## config.mk

```make
export PLATFORM = sky130hd
export DESIGN_NAME = prog_port
export DESIGN_NICKNAME = d
export VERILOG_FILES = /design/src/prog_port_pkg.sv /design/src/prog_port.sv
export SDC_FILE = /design/constraint.sdc
export NUM_CORES = 1
export LEC_CHECK = 0
export BUFFER_PORTS_ARGS = -buffer_cell sky130_fd_sc_hd__buf_4
export CAP_MARGIN = 5
export CORE_MARGIN = 2
export CORE_UTILIZATION = 45
export CTS_CLUSTER_SIZE = 28
export DETAILED_ROUTE_END_ITERATION = 8
export PLACE_DENSITY = 0.72
export SLEW_MARGIN = 0
export SYNTH_ARGS = -nofsm -noshare
export SYNTH_HDL_FRONTEND = slang
export SYNTH_SLANG_ARGS = --single-unit
```

## constraint.sdc

```tcl
create_clock -name i_clk -period 4.1 [get_ports i_clk]
set_input_delay 0.205 -clock i_clk [delete_from_list [all_inputs] [get_ports i_clk]]
set_output_delay 0.205 -clock i_clk [all_outputs]
set_load 0.05 [all_outputs]
```

## src/prog_port_pkg.sv

```systemverilog
// Shared constants and types for the programming test-data registers
package prog_port_pkg;
	localparam int IR_W = 4;
	localparam int CMD_W = 15;
	localparam int KEY_W = 16;
	localparam int BYTE_W = 8;
	localparam logic [IR_W-1:0] CMD_ENTRY_INSTR = 4'h5;
	localparam logic [IR_W-1:0] PAGE_BUFFER_LOAD_INSTR = 4'h6;
	localparam logic [IR_W-1:0] PAGE_CAPTURE_INSTR = 4'h7;
	localparam logic [IR_W-1:0] UNLOCK_INSTR = 4'h4;
	localparam logic [IR_W-1:0] CHIP_HOLD_RESET_INSTR = 4'hC;
	localparam logic [IR_W-1:0] BYPASS_INSTR = 4'hF;
	localparam logic [IR_W-1:0] IR_CAPTURE_VAL = 4'h1;
	localparam logic [KEY_W-1:0] UNLOCK_SIGNATURE = 16'hA370;
	localparam logic [KEY_W-1:0] KEY_RESET_VAL = 16'h0000;
	localparam int PBUF_WRITE_MAX_TCK = 11;

	typedef enum logic [3:0] {
		TLR = 4'h0, RTI = 4'h1, SEL_DR = 4'h2, CAP_DR = 4'h3,
		SH_DR = 4'h4, EX1_DR = 4'h5, PAU_DR = 4'h6, EX2_DR = 4'h7,
		UPD_DR = 4'h8, SEL_IR = 4'h9, CAP_IR = 4'hA, SH_IR = 4'hB,
		EX1_IR = 4'hC, PAU_IR = 4'hD, EX2_IR = 4'hE, UPD_IR = 4'hF
	} tap_state_t;
endpackage

```

## src/prog_port.sv

```systemverilog
// TAP-driven programming registers: reset hold, unlock key, command and page data
`timescale 1ns/1ps
// What this block does
// Code 0x5 selects 15-bit command register
// Capture-DR loads previous command result
// Shift-DR shifts result out, command in
// Update-DR applies command to flash inputs
// Entering Run-Test/Idle gives one execute pulse
// Code 0x6 selects 8-bit load byte
// Update-DR copies byte, writes within 11 TCK
// Load writes alternate low, high, low first
// Counter steps before low writes except first
// Code 0x7 selects 8-bit read byte
// Capture alternates low/high, low first
// Counter steps after every high byte read
// Reset bit one holds chip in reset
// Reset time-out follows release of bit
// Reset bit acts unlatched, immediately
// Host resets chip before unlocking
// Enable only when key equals signature
// Power-on reset clears the key
// Host clears key when leaving programming
// All shift registers move LSB first
// Instruction register is four bits
// Code 0xC selects reset bit only
// Update-DR under unlock checks signature
// Locked: no commands, no page writes
module prog_port
	import prog_port_pkg::*;
#(
	parameter int TIMEOUT_W = 16
) (
	input wire logic i_clk,
	input wire logic i_rst_n,
	input wire logic i_tck,
	input wire logic i_tms,
	input wire logic i_tdi,
	input wire logic [CMD_W-1:0] i_cmd_result,
	input wire logic [2*BYTE_W-1:0] i_flash_word,
	input wire logic [TIMEOUT_W-1:0] i_timeout_cycles,
	output logic o_tdo,
	output logic o_tdo_oe,
	output logic o_chip_reset,
	output logic o_prog_enabled,
	output logic [CMD_W-1:0] o_flash_cmd,
	output logic o_cmd_exec,
	output logic o_pbuf_wr,
	output logic o_pbuf_high,
	output logic [BYTE_W-1:0] o_pbuf_data,
	output logic o_pc_inc
);

	function automatic tap_state_t tap_next(input tap_state_t s, input logic tms);
		unique case (s)
			TLR: tap_next = tms ? TLR : RTI;
			RTI: tap_next = tms ? SEL_DR : RTI;
			SEL_DR: tap_next = tms ? SEL_IR : CAP_DR;
			CAP_DR: tap_next = tms ? EX1_DR : SH_DR;
			SH_DR: tap_next = tms ? EX1_DR : SH_DR;
			EX1_DR: tap_next = tms ? UPD_DR : PAU_DR;
			PAU_DR: tap_next = tms ? EX2_DR : PAU_DR;
			EX2_DR: tap_next = tms ? UPD_DR : SH_DR;
			UPD_DR: tap_next = tms ? SEL_DR : RTI;
			SEL_IR: tap_next = tms ? TLR : CAP_IR;
			CAP_IR: tap_next = tms ? EX1_IR : SH_IR;
			SH_IR: tap_next = tms ? EX1_IR : SH_IR;
			EX1_IR: tap_next = tms ? UPD_IR : PAU_IR;
			PAU_IR: tap_next = tms ? EX2_IR : PAU_IR;
			EX2_IR: tap_next = tms ? UPD_IR : SH_IR;
			UPD_IR: tap_next = tms ? SEL_DR : RTI;
		endcase
	endfunction

	////////////////////////////////////////////////////////////////////////////
	// Pin synchronisers: TCK is slow enough to be sampled and edge-detected
	logic tck_s1_r, tck_s2_r, tck_d_r, tms_s1_r, tms_s2_r, tdi_s1_r, tdi_s2_r;
	logic tck_rise, tck_fall;

	always_ff @(posedge i_clk) begin
		tck_s1_r <= i_tck;
		tck_s2_r <= tck_s1_r;
		tms_s1_r <= i_tms;
		tms_s2_r <= tms_s1_r;
		tdi_s1_r <= i_tdi;
		tdi_s2_r <= tdi_s1_r;
		tck_d_r <= i_rst_n ? tck_s2_r : 1'b0;
	end

	assign tck_rise = tck_s2_r & ~tck_d_r;
	assign tck_fall = ~tck_s2_r & tck_d_r;

	////////////////////////////////////////////////////////////////////////////
	tap_state_t tap_r, tap_nxt;
	logic [IR_W-1:0] ir_r, ir_nxt, ir_sh_r, ir_sh_nxt;
	logic rst_bit_r, rst_bit_nxt, byp_r, byp_nxt;
	logic [KEY_W-1:0] key_r, key_nxt;
	logic [CMD_W-1:0] cmd_sh_r, cmd_sh_nxt, flash_cmd_r, flash_cmd_nxt;
	logic en_r, en_nxt, hi_r, hi_nxt, first_r, first_nxt;
	logic tdo_r, tdo_nxt, tdo_oe_r, tdo_oe_nxt;
	logic exec_r, exec_nxt, pend_r, pend_nxt, wr_r, wr_nxt;
	logic phigh_r, phigh_nxt, pcinc_r, pcinc_nxt;
	logic [BYTE_W-1:0] tmp_r, tmp_nxt;
	logic [TIMEOUT_W-1:0] tmo_r, tmo_nxt;
	logic upd_dr, cap_dr, sh_dr;

	assign cap_dr = tck_rise && (tap_r == CAP_DR);
	assign sh_dr = tck_rise && (tap_r == SH_DR);
	assign upd_dr = tck_rise && (tap_r == UPD_DR);

	always_comb begin
		tap_nxt = tap_r;
		ir_nxt = ir_r;
		ir_sh_nxt = ir_sh_r;
		rst_bit_nxt = rst_bit_r;
		byp_nxt = byp_r;
		key_nxt = key_r;
		cmd_sh_nxt = cmd_sh_r;
		flash_cmd_nxt = flash_cmd_r;
		en_nxt = en_r;
		hi_nxt = hi_r;
		first_nxt = first_r;
		tdo_nxt = tdo_r;
		tdo_oe_nxt = tdo_oe_r;
		exec_nxt = 1'b0;
		pend_nxt = 1'b0;
		wr_nxt = pend_r;
		phigh_nxt = phigh_r;
		pcinc_nxt = 1'b0;
		tmp_nxt = tmp_r;
		tmo_nxt = tmo_r;
		// Time-out reloads while held, counts down after release
		if (rst_bit_r) begin
			tmo_nxt = i_timeout_cycles;
		end else if (tmo_r != '0) begin
			tmo_nxt = tmo_r - 1'b1;
		end
		if (tck_rise) begin
			tap_nxt = tap_next(tap_r, tms_s2_r);
			unique case (tap_r)
				TLR: ir_nxt = BYPASS_INSTR;
				CAP_IR: ir_sh_nxt = IR_CAPTURE_VAL;
				SH_IR: ir_sh_nxt = {tdi_s2_r, ir_sh_r[IR_W-1:1]};
				UPD_IR: begin
					ir_nxt = ir_sh_r;
					hi_nxt = 1'b0;
					first_nxt = 1'b1;
				end
				CAP_DR: begin
					byp_nxt = 1'b0;
					if (ir_r == CMD_ENTRY_INSTR) begin
						cmd_sh_nxt = i_cmd_result;
					end else if (ir_r == PAGE_CAPTURE_INSTR) begin

						cmd_sh_nxt[BYTE_W-1:0] = hi_r ? i_flash_word[2*BYTE_W-1:BYTE_W]
							: i_flash_word[BYTE_W-1:0];
						hi_nxt = ~hi_r;
						pcinc_nxt = hi_r;
					end
				end
				SH_DR: begin
					unique case (ir_r)
						CMD_ENTRY_INSTR: cmd_sh_nxt = {tdi_s2_r, cmd_sh_r[CMD_W-1:1]};
						PAGE_BUFFER_LOAD_INSTR, PAGE_CAPTURE_INSTR:
							cmd_sh_nxt[BYTE_W-1:0] = {tdi_s2_r, cmd_sh_r[BYTE_W-1:1]};
						UNLOCK_INSTR: key_nxt = {tdi_s2_r, key_r[KEY_W-1:1]};
						CHIP_HOLD_RESET_INSTR: rst_bit_nxt = tdi_s2_r;
						default: byp_nxt = tdi_s2_r;
					endcase
				end
				UPD_DR: begin
					if (ir_r == UNLOCK_INSTR) begin
						en_nxt = (key_r == UNLOCK_SIGNATURE);
					end else if (ir_r == CMD_ENTRY_INSTR && en_r) begin
						flash_cmd_nxt = cmd_sh_r;
						exec_nxt = !tms_s2_r;
					end else if (ir_r == PAGE_BUFFER_LOAD_INSTR && en_r) begin
						tmp_nxt = cmd_sh_r[BYTE_W-1:0];
						pend_nxt = 1'b1;
						phigh_nxt = hi_r;
						hi_nxt = ~hi_r;
						pcinc_nxt = !hi_r && !first_r;
						first_nxt = 1'b0;
					end
				end
				default: ;
			endcase
		end
		// TDO changes on the falling edge so the host samples it stable
		if (tck_fall) begin
			tdo_oe_nxt = (tap_r == SH_DR) || (tap_r == SH_IR);
			if (tap_r == SH_IR) begin
				tdo_nxt = ir_sh_r[0];
			end else begin
				unique case (ir_r)
					CMD_ENTRY_INSTR, PAGE_BUFFER_LOAD_INSTR, PAGE_CAPTURE_INSTR:
						tdo_nxt = cmd_sh_r[0];
					UNLOCK_INSTR: tdo_nxt = key_r[0];
					CHIP_HOLD_RESET_INSTR: tdo_nxt = rst_bit_r;
					default: tdo_nxt = byp_r;
				endcase
			end
		end
	end

	always_ff @(posedge i_clk) begin
		if (!i_rst_n) begin
			tap_r <= TLR;
			ir_r <= BYPASS_INSTR;
			ir_sh_r <= '0;
			rst_bit_r <= 1'b0;
			byp_r <= 1'b0;
			key_r <= KEY_RESET_VAL;
			cmd_sh_r <= '0;
			flash_cmd_r <= '0;
			en_r <= 1'b0;
			hi_r <= 1'b0;
			first_r <= 1'b1;
			tdo_r <= 1'b0;
			tdo_oe_r <= 1'b0;
			exec_r <= 1'b0;
			pend_r <= 1'b0;
			wr_r <= 1'b0;
			phigh_r <= 1'b0;
			pcinc_r <= 1'b0;
			tmp_r <= '0;
			tmo_r <= '0;
		end else begin
			tap_r <= tap_nxt;
			ir_r <= ir_nxt;
			ir_sh_r <= ir_sh_nxt;
			rst_bit_r <= rst_bit_nxt;
			byp_r <= byp_nxt;
			key_r <= key_nxt;
			cmd_sh_r <= cmd_sh_nxt;
			flash_cmd_r <= flash_cmd_nxt;
			en_r <= en_nxt;
			hi_r <= hi_nxt;
			first_r <= first_nxt;
			tdo_r <= tdo_nxt;
			tdo_oe_r <= tdo_oe_nxt;
			exec_r <= exec_nxt;
			pend_r <= pend_nxt;
			wr_r <= wr_nxt;
			phigh_r <= phigh_nxt;
			pcinc_r <= pcinc_nxt;
			tmp_r <= tmp_nxt;
			tmo_r <= tmo_nxt;
		end
	end

	// Reset bit drives the chip reset straight from the shift stage
	assign o_chip_reset = rst_bit_r || (tmo_r != '0);
	assign o_prog_enabled = en_r;
	assign o_flash_cmd = flash_cmd_r;
	assign o_cmd_exec = exec_r;
	assign o_pbuf_wr = wr_r;
	assign o_pbuf_high = phigh_r;
	assign o_pbuf_data = tmp_r;
	assign o_pc_inc = pcinc_r;
	assign o_tdo = tdo_r;
	assign o_tdo_oe = tdo_oe_r;
endmodule

```

==> results of run 1 <==
## per-layer routing
metal | vias up | routed length, microns | global-route usage [%]
met5 | - | 0 | 0
met4 | 0 | 79 | 4.89
met3 | 8 | 577 | 5.03
met2 | 113 | 4920 | 29.2
met1 | 1862 | 4850 | 24.5
li1 | 1990 | - | -
## how the worst min path moves through the flow
stage / startpoint / to
after floorplan: i_tck / tck_s1_r$_DFF_P_
after global placement: i_tck / tck_s1_r$_DFF_P_
after detailed placement: i_tck / tck_s1_r$_DFF_P_
after CTS: i_timeout_cycles[3] / tmo_r[3]$_SDFFE_PN0P_
after global routing: i_timeout_cycles[3] / tmo_r[3]$_SDFFE_PN0P_
final: i_timeout_cycles[3] / tmo_r[3]$_SDFFE_PN0P_
## critical path: stages, from the launching register on
cell and delay, ns:
dfxtp_1 0.42, and2b_1 0.20, nand3b_1 0.53, nor4_2 1.11, nand3_1 0.21, o211a_1 0.20
## layout make-up
cell class                      instances  area [sq um]  area share (%)
Inverter                                8          30.0           0.540
Timing Repair Buffer                   87           661            11.9
Clock buffer                            9           124            2.23
Clock inverter                          7          81.3            1.46
Multi-Input combinational cell        378          2480            44.5
Sequential cell                       101          2020            36.3
Tap cell                              136           170            3.06
## cells in the final DEF, fill, tap and decap left out, drive strengths merged, types with 5 or more instances in the layout
master  netlist  layout
a21oi        19      19
a31oi        14      14
and2          5       5
buf          11      84
clkbuf       25       9
dfxtp       101     101
inv           8      10
mux2i        52      52
nand2        57      57
nand3        19      19
nand4         6       6
nor2         29      29
nor2b        47      47
nor3         14      14
nor4          6       6
nor4b         5       5
o211a         9       9
o211ai       12      12
o21ai        26      26
o22ai         5       5
xnor2         6       6
## power groups by stage
stage,clock (mW),sequential [mW],combinational [mW]
after floorplan,0,1.12,0.426
after global placement,0,1.14,0.525
after global routing,0.702,1.14,0.614
after CTS,0.663,1.12,0.546
final,0.649,1.12,0.547
after detailed placement,0,1.14,0.539
## timing repair
item	CTS	global route
hold buffers	3	0
endpoints found under the setup margin	0	0
endpoints found under the hold margin	3	0
## logic make-up (layout without fill, tap and decap cells)
group                      count (synthesis)  in the layout  synth area share, %
and+or+nand+nor                          208            208                 24.3
DFF                                      101            101                 43.1
xor gates and xnor gates                   6              6                 1.12
buffers and inverters                     44            111                 4.11
AOI/OAI and AO/OA                        107            107                 15.0
muxes                                     55             55                 11.8
adders and majority gates                  2              2                0.533
## flip-flops by register name (all words and copies together), names as in the netlist, 4 cells and up
name / cells
tmo_r: 16
ir_r: 4
tap_r: 4
key_r: 16
o_flash_cmd: 15
cmd_sh_r: 15
ir_sh_r: 4
o_pbuf_data: 8
## through the flow
stage / instances / power, mW
floorplan: 523 / 1.55
global placement: 707 / 1.66
detailed placement: 707 / 1.68
CTS: 726 / 2.33
global route: 726 / 2.45
finish: 726 / 2.32
==> flow_metrics.tcl, run 1 <==
set metrics [dict create \
    track_usage_pct 18.3 \
    fin_worst_skew_ns 0.0175 \
    nets 639 \
    clockPowerShare_pct 28.0 \
    cts_resized 0 \
    tns_ns 0 \
    cts_max_level 3 \
    r2r_start "ir_r[2]$_SDFFE_PN1P_" \
    ctsLongestPathBuffers 2 \
    seqPwrFrac_pct 48.4 \
    place_ws_ns 1.42 \
    syn-cell-area_sq_mm 0.00469 \
    synth_cell_type_count 59 \
    hp-class "input pin to flip-flop" \
    grt_pass1_wl_microns 16900 \
    r2r.worst_path.cells 5 \
    final.period_utilization_pct 67.7 \
    final_util_pct 54.4 \
    drv_slew 0 \
    yosysMostFrequentCell "dfxtp_1" \
    critPathLaunchType "flip-flop" \
    antenna_found_initial 0 \
    post-cts-setup-buffer-count 0 \
    fp.dieW_microns 106 \
    place.port_buffers 82 \
    gp_congestion 0.859 \
    fin_area_sq_mm 0.00557 \
    die_y_microns 106 \
    irDropWorstVdd_mv 0.425 \
    core_area_sq_mm 0.0102 \
    cts.clk_slew.worst_paths_ns 0.11 \
    status "finished, final reports clean" \
    hold_viol_final 0 \
    synth_ff_type "dfxtp_1" \
    r2r_end "cmd_sh_r[14]$_SDFFE_PN0P_" \
    rsz0062_at_grt "false" \
    die-area_sq_mm 0.0113 \
    diodes 0 \
    min_period_ns 2.77 \
    firstDrtPassIters 7 \
    synthTopCellsByCount "101 x dfxtp_1, 55 x nand2_1, 52 x mux2i_1" \
    drc 0 \
    relSlewSlack_pct 25.3 \
    yosys-top-cells-area "dfxtp_1 43%, mux2i_1 11%, nor2b_1 6.3%" \
    setup.worst_path.start "ir_r[2]$_SDFFE_PN1P_" \
    arrival_ns 3.04 \
    avgSynthCellArea_sq_um 8.97 \
    synthesis.nets 577 \
    clkLatencyLatePin_ns 0.38 \
    clock-sinks 101 \
    grt_pass1_vias 3521 \
    num-fill-cells 944 \
    whs_ns 0.0478 \
    ant_nets 0 \
    vias 3973 \
    wl_microns 10400 \
    cp-endpoint "cmd_sh_r[14]$_SDFFE_PN0P_" \
    p_int_mw 1.58 \
    ys_ff_latch 101 \
    tightest_slew_ns 1.11 \
    crit_path_max_fanout 19 \
    ys_seq_area_share_pct 43.1 \
    required_ns 4.36 \
    drive_gt1_share_pct 19.3 \
    power.density_mw_per_mm2 417 \
    cts-root-buf "clkbuf_8" \
    setup_violations 0 \
    syn_inst 523 \
    combPwrFrac_pct 23.6 \
    cts_tree "built" \
    numCtsBuffers 9 \
    yosysWarningCount 0 \
    fin_ws_ns 1.33 \
    async_reset_ff_share_pct 0 \
    switchingPower_mw 0.737 \
    io_pins 83 \
    max_freq_mhz 360 \
    initial_core_util_pct 45.9 \
    switching_share_pct 31.8 \
    synth_largest_area_cell "dfxtp_1" \
    grt_overflow_total 0 \
    place_area_sq_mm 0.00533 \
    rows 37 \
    maxCapViolCount 0 \
    critical_path_class "flip-flop to flip-flop" \
    routedWlPerCell_microns 14.4 \
    crit_path_end_kind "flip-flop" \
    p_leak_nw 2.41 \
    dpl.hpwl_microns 7140 \
    r2r_slack_ns 1.33 \
    grt_max_degree 88 \
    vias_per_cell 5.47 \
    synth_edf_count 0 \
    areaGrowthSynthToFinish_pct 18.6 \
    yosysTopAreaCellShare_pct 43.1 \
    first_iter_violations 266 \
    hold_depth 3 \
]
Power figures use the tool's default switching activity.
==> run 2: changes to the inputs <==
--- a/config.mk
+++ b/config.mk
@@ -5,6 +5,7 @@
 export SDC_FILE = /design/constraint.sdc
 export NUM_CORES = 1
 export LEC_CHECK = 0
+export ABC_AREA = 1
 export BUFFER_PORTS_ARGS = -buffer_cell sky130_fd_sc_hd__buf_4
 export CAP_MARGIN = 5
 export CORE_MARGIN = 2
==> constraint.sdc (replaced) <==
create_clock -name i_clk -period 2.75 [get_ports i_clk]
set_input_delay 0.1375 -clock i_clk [delete_from_list [all_inputs] [get_ports i_clk]]
set_output_delay 0.1375 -clock i_clk [all_outputs]
set_load 0.05 [all_outputs]
==> flow_metrics.tcl, run 2 <==
set metrics [dict create \
    drv_slew 0 \
    crit_path_end_kind "flip-flop" \
    min_period_ns 1.96 \
    syn-cell-area_sq_mm 0.00487 \
    critPathLaunchType "flip-flop" \
    crit_path_max_fanout 20 \
    async_reset_ff_share_pct 0 \
    synth_cell_type_count 39 \
    final_common_cell "nand2_1" \
    drc 0 \
    mostFrequentLayoutCells "130 x nand2_1, 123 x nor2_1, 101 x dfxtp_1" \
    ys_seq_area_share_pct 41.5 \
    hold_start "i_timeout_cycles[8]" \
    die-area_sq_mm 0.0117 \
    ant_nets 0 \
    post-cts-setup-buffer-count 0 \
    yosysWarningCount 0 \
    p_leak_nw 2.56 \
    clkLatencyLatePin_ns 0.37 \
    r2r.worst_path.cells 8 \
    vias 4730 \
    initial_core_util_pct 46.8 \
    ctsLongestPathBuffers 2 \
    tns_ns 0 \
    fin_worst_skew_ns 0.0164 \
    cts_max_level 3 \
    seqPwrFrac_pct 44.9 \
    slowest_delay_ns 0.44 \
    power.density_mw_per_mm2 644 \
    fp.dieW_microns 108 \
    maxCapViolCount 0 \
    grt_pass1_vias 4467 \
    vias_per_cell 5.14 \
    grt_overflow_total 0 \
    tightest_slew_ns 0.557 \
    synthesis.nets 762 \
    die_y_microns 108 \
    arrival_ns 2.27 \
    cpMostUsedCell "nand2_1" \
    clockPowerShare_pct 27.2 \
    cts-root-buf "clkbuf_8" \
    io_pins 83 \
    cts.clk_slew.worst_paths_ns 0.11 \
    critPathSlowestCell "dfxtp_1" \
    wl_microns 12000 \
    dpl.hpwl_microns 8690 \
    setup.worst_path.start "tap_r[0]$_SDFFE_PN0P_" \
    relSlewSlack_pct 62.9 \
    r2r_start "tap_r[0]$_SDFFE_PN0P_" \
    yosysMostFrequentCell "nand2_1" \
    routedWlPerCell_microns 13.1 \
    setup_violations 0 \
    nets 833 \
    areaGrowthSynthToFinish_pct 18.8 \
    yosysTopAreaCellShare_pct 41.5 \
    combPwrFrac_pct 27.9 \
    hp-class "input pin to flip-flop" \
    rsz0062_at_grt "false" \
    max_freq_mhz 510 \
    avgSynthCellArea_sq_um 6.88 \
    firstDrtPassIters 5 \
    place.port_buffers 82 \
    track_usage_pct 21.2 \
    cts_resized 0 \
    numCtsBuffers 9 \
    switching_share_pct 34.9 \
    grt_pass1_wl_microns 20000 \
    synth_edf_count 0 \
    switchingPower_mw 1.30 \
    synth_largest_area_cell "dfxtp_1" \
    synthTopCellsByCount "130 x nand2_1, 123 x nor2_1, 101 x dfxtp_1" \
    synth_ff_type "dfxtp_1" \
    antenna_found_initial 0 \
    p_int_mw 2.42 \
    syn_inst 708 \
    hold_depth 3 \
    first_iter_violations 311 \
    critical_path_class "flip-flop to flip-flop" \
    clock-sinks 101 \
    diodes 0 \
    gp_congestion 0.928 \
    whs_ns 0.0145 \
    drive_gt1_share_pct 16.3 \
    core_area_sq_mm 0.0104 \
    irDropWorstVdd_mv 0.398 \
    status "finished, final reports clean" \
    final.period_utilization_pct 71.3 \
    cts_tree "built" \
    top_regs "key_r (16), tmo_r (16)" \
    hold_viol_final 0 \
    yosys-top-cells-area "dfxtp_1 42%, nand2_1 10%, nor2_1 9.5%" \
    ys_ff_latch 101 \
    grt_max_degree 42 \
    rows 37 \
    required_ns 3.06 \
    cp_cell_sequence "inv_2, nand2_1, nor2_4, nand2_1, buf_4, inv_1, o21ai_0, a21oi_1" \
]
==> run 2: cell count changes in the layout (fill, tap and decap cells not counted), moves of 12 or more <==
| cell | delta |
|---|---|
| a21oi_1 | +43 |
| o21ai_1 | +21 |
| inv_1 | +58 |
| a31oi_1 | -12 |
| nand2_1 | +75 |
| mux2i_1 | -52 |
| nor2b_1 | -47 |
| nor2_1 | +94 |
| o21ai_0 | +55 |
==> run 2: metrics by stage <==
step                      instances  total power [mW]  setup slack (ns)  instance area [sq um]  util, %
after global placement          900              2.70             0.874                   5520     53.0
after global routing            920              3.99             0.544                   5780     55.5
after CTS                       920              3.74             0.805                   5780     55.5
after floorplan                 708              2.47             0.984                   4870        -
after detailed placement        900              2.72             0.835                   5520     53.0
final                           920              3.72             0.790                   5780     55.5
==> run 2: power groups by stage <==
stage          clock, mW  sequential (mW)  combinational [mW]
6_report            1.01             1.67                1.04
5_1_grt             1.10             1.69                1.19
4_1_cts             1.04             1.67                1.03
3_5_place_dp           0             1.70                1.02
3_3_place_gp           0             1.70               0.998
2_1_floorplan          0             1.67               0.795
==> run 2: final cells by class <==
class	count	area, sq um
tap	136	170
clock buffer	10	138
inverter	71	272
multi-input combinational	507	2420
timing repair buffer	89	678
sequential	101	2020
fill	1037	4630
clock inverter	6	81.3
==> run 2: routing by layer <==
| layer | vias up | wire, microns | track usage [%] | share of wire [%] |
|---|---|---|---|---|
| li1 | 2459 | - | - | - |
| met1 | 2103 | 5430 | 27.7 | 45 |
| met2 | 153 | 5580 | 35.6 | 46 |
| met3 | 15 | 807 | 3.68 | 6.7 |
| met4 | 0 | 198 | 6.87 | 1.6 |
| met5 | - | 0 | 0 | 0 |
==> run 2: logic make-up (layout without fill, tap and decap cells) <==
group | count (synthesis) | count (layout) | synth area share [%]
AND/OR/NAND/NOR | 318 | 318 | 28.8
flip-flops | 101 | 101 | 41.5
XOR/XNOR | 4 | 4 | 0.720
adder cells (fa/ha/maj) | 2 | 2 | 0.514
buffers and inverters | 100 | 176 | 8.74
AO/OA/AOI/OAI | 183 | 183 | 19.7
==> run 2: final timing paths <==
check	endpoint	slack, ns
setup / recovery	key_r[3]$_SDFFE_PN0P_	0.79
hold / removal	tmo_r[8]$_SDFFE_PN0P_	0.01
setup reg to reg	key_r[3]$_SDFFE_PN0P_	0.79
hold reg to reg	tms_s2_r$_DFF_P_	0.33
==> run 2: timing repair <==
| item | CTS | global route |
|---|---|---|
| hold buffers | 4 | 0 |
| endpoints found under the hold margin | 4 | 0 |
| endpoints found under the setup margin | 0 | 0 |
==> run 2: worst max-delay path: cells and delay by family (launching register included) <==
kind / cells / cell delay, ns
and+or+nand+nor: 3 / 0.54
AOI/OAI and AO/OA: 2 / 0.26
DFF: 1 / 0.44
buffers and inverters: 3 / 0.66
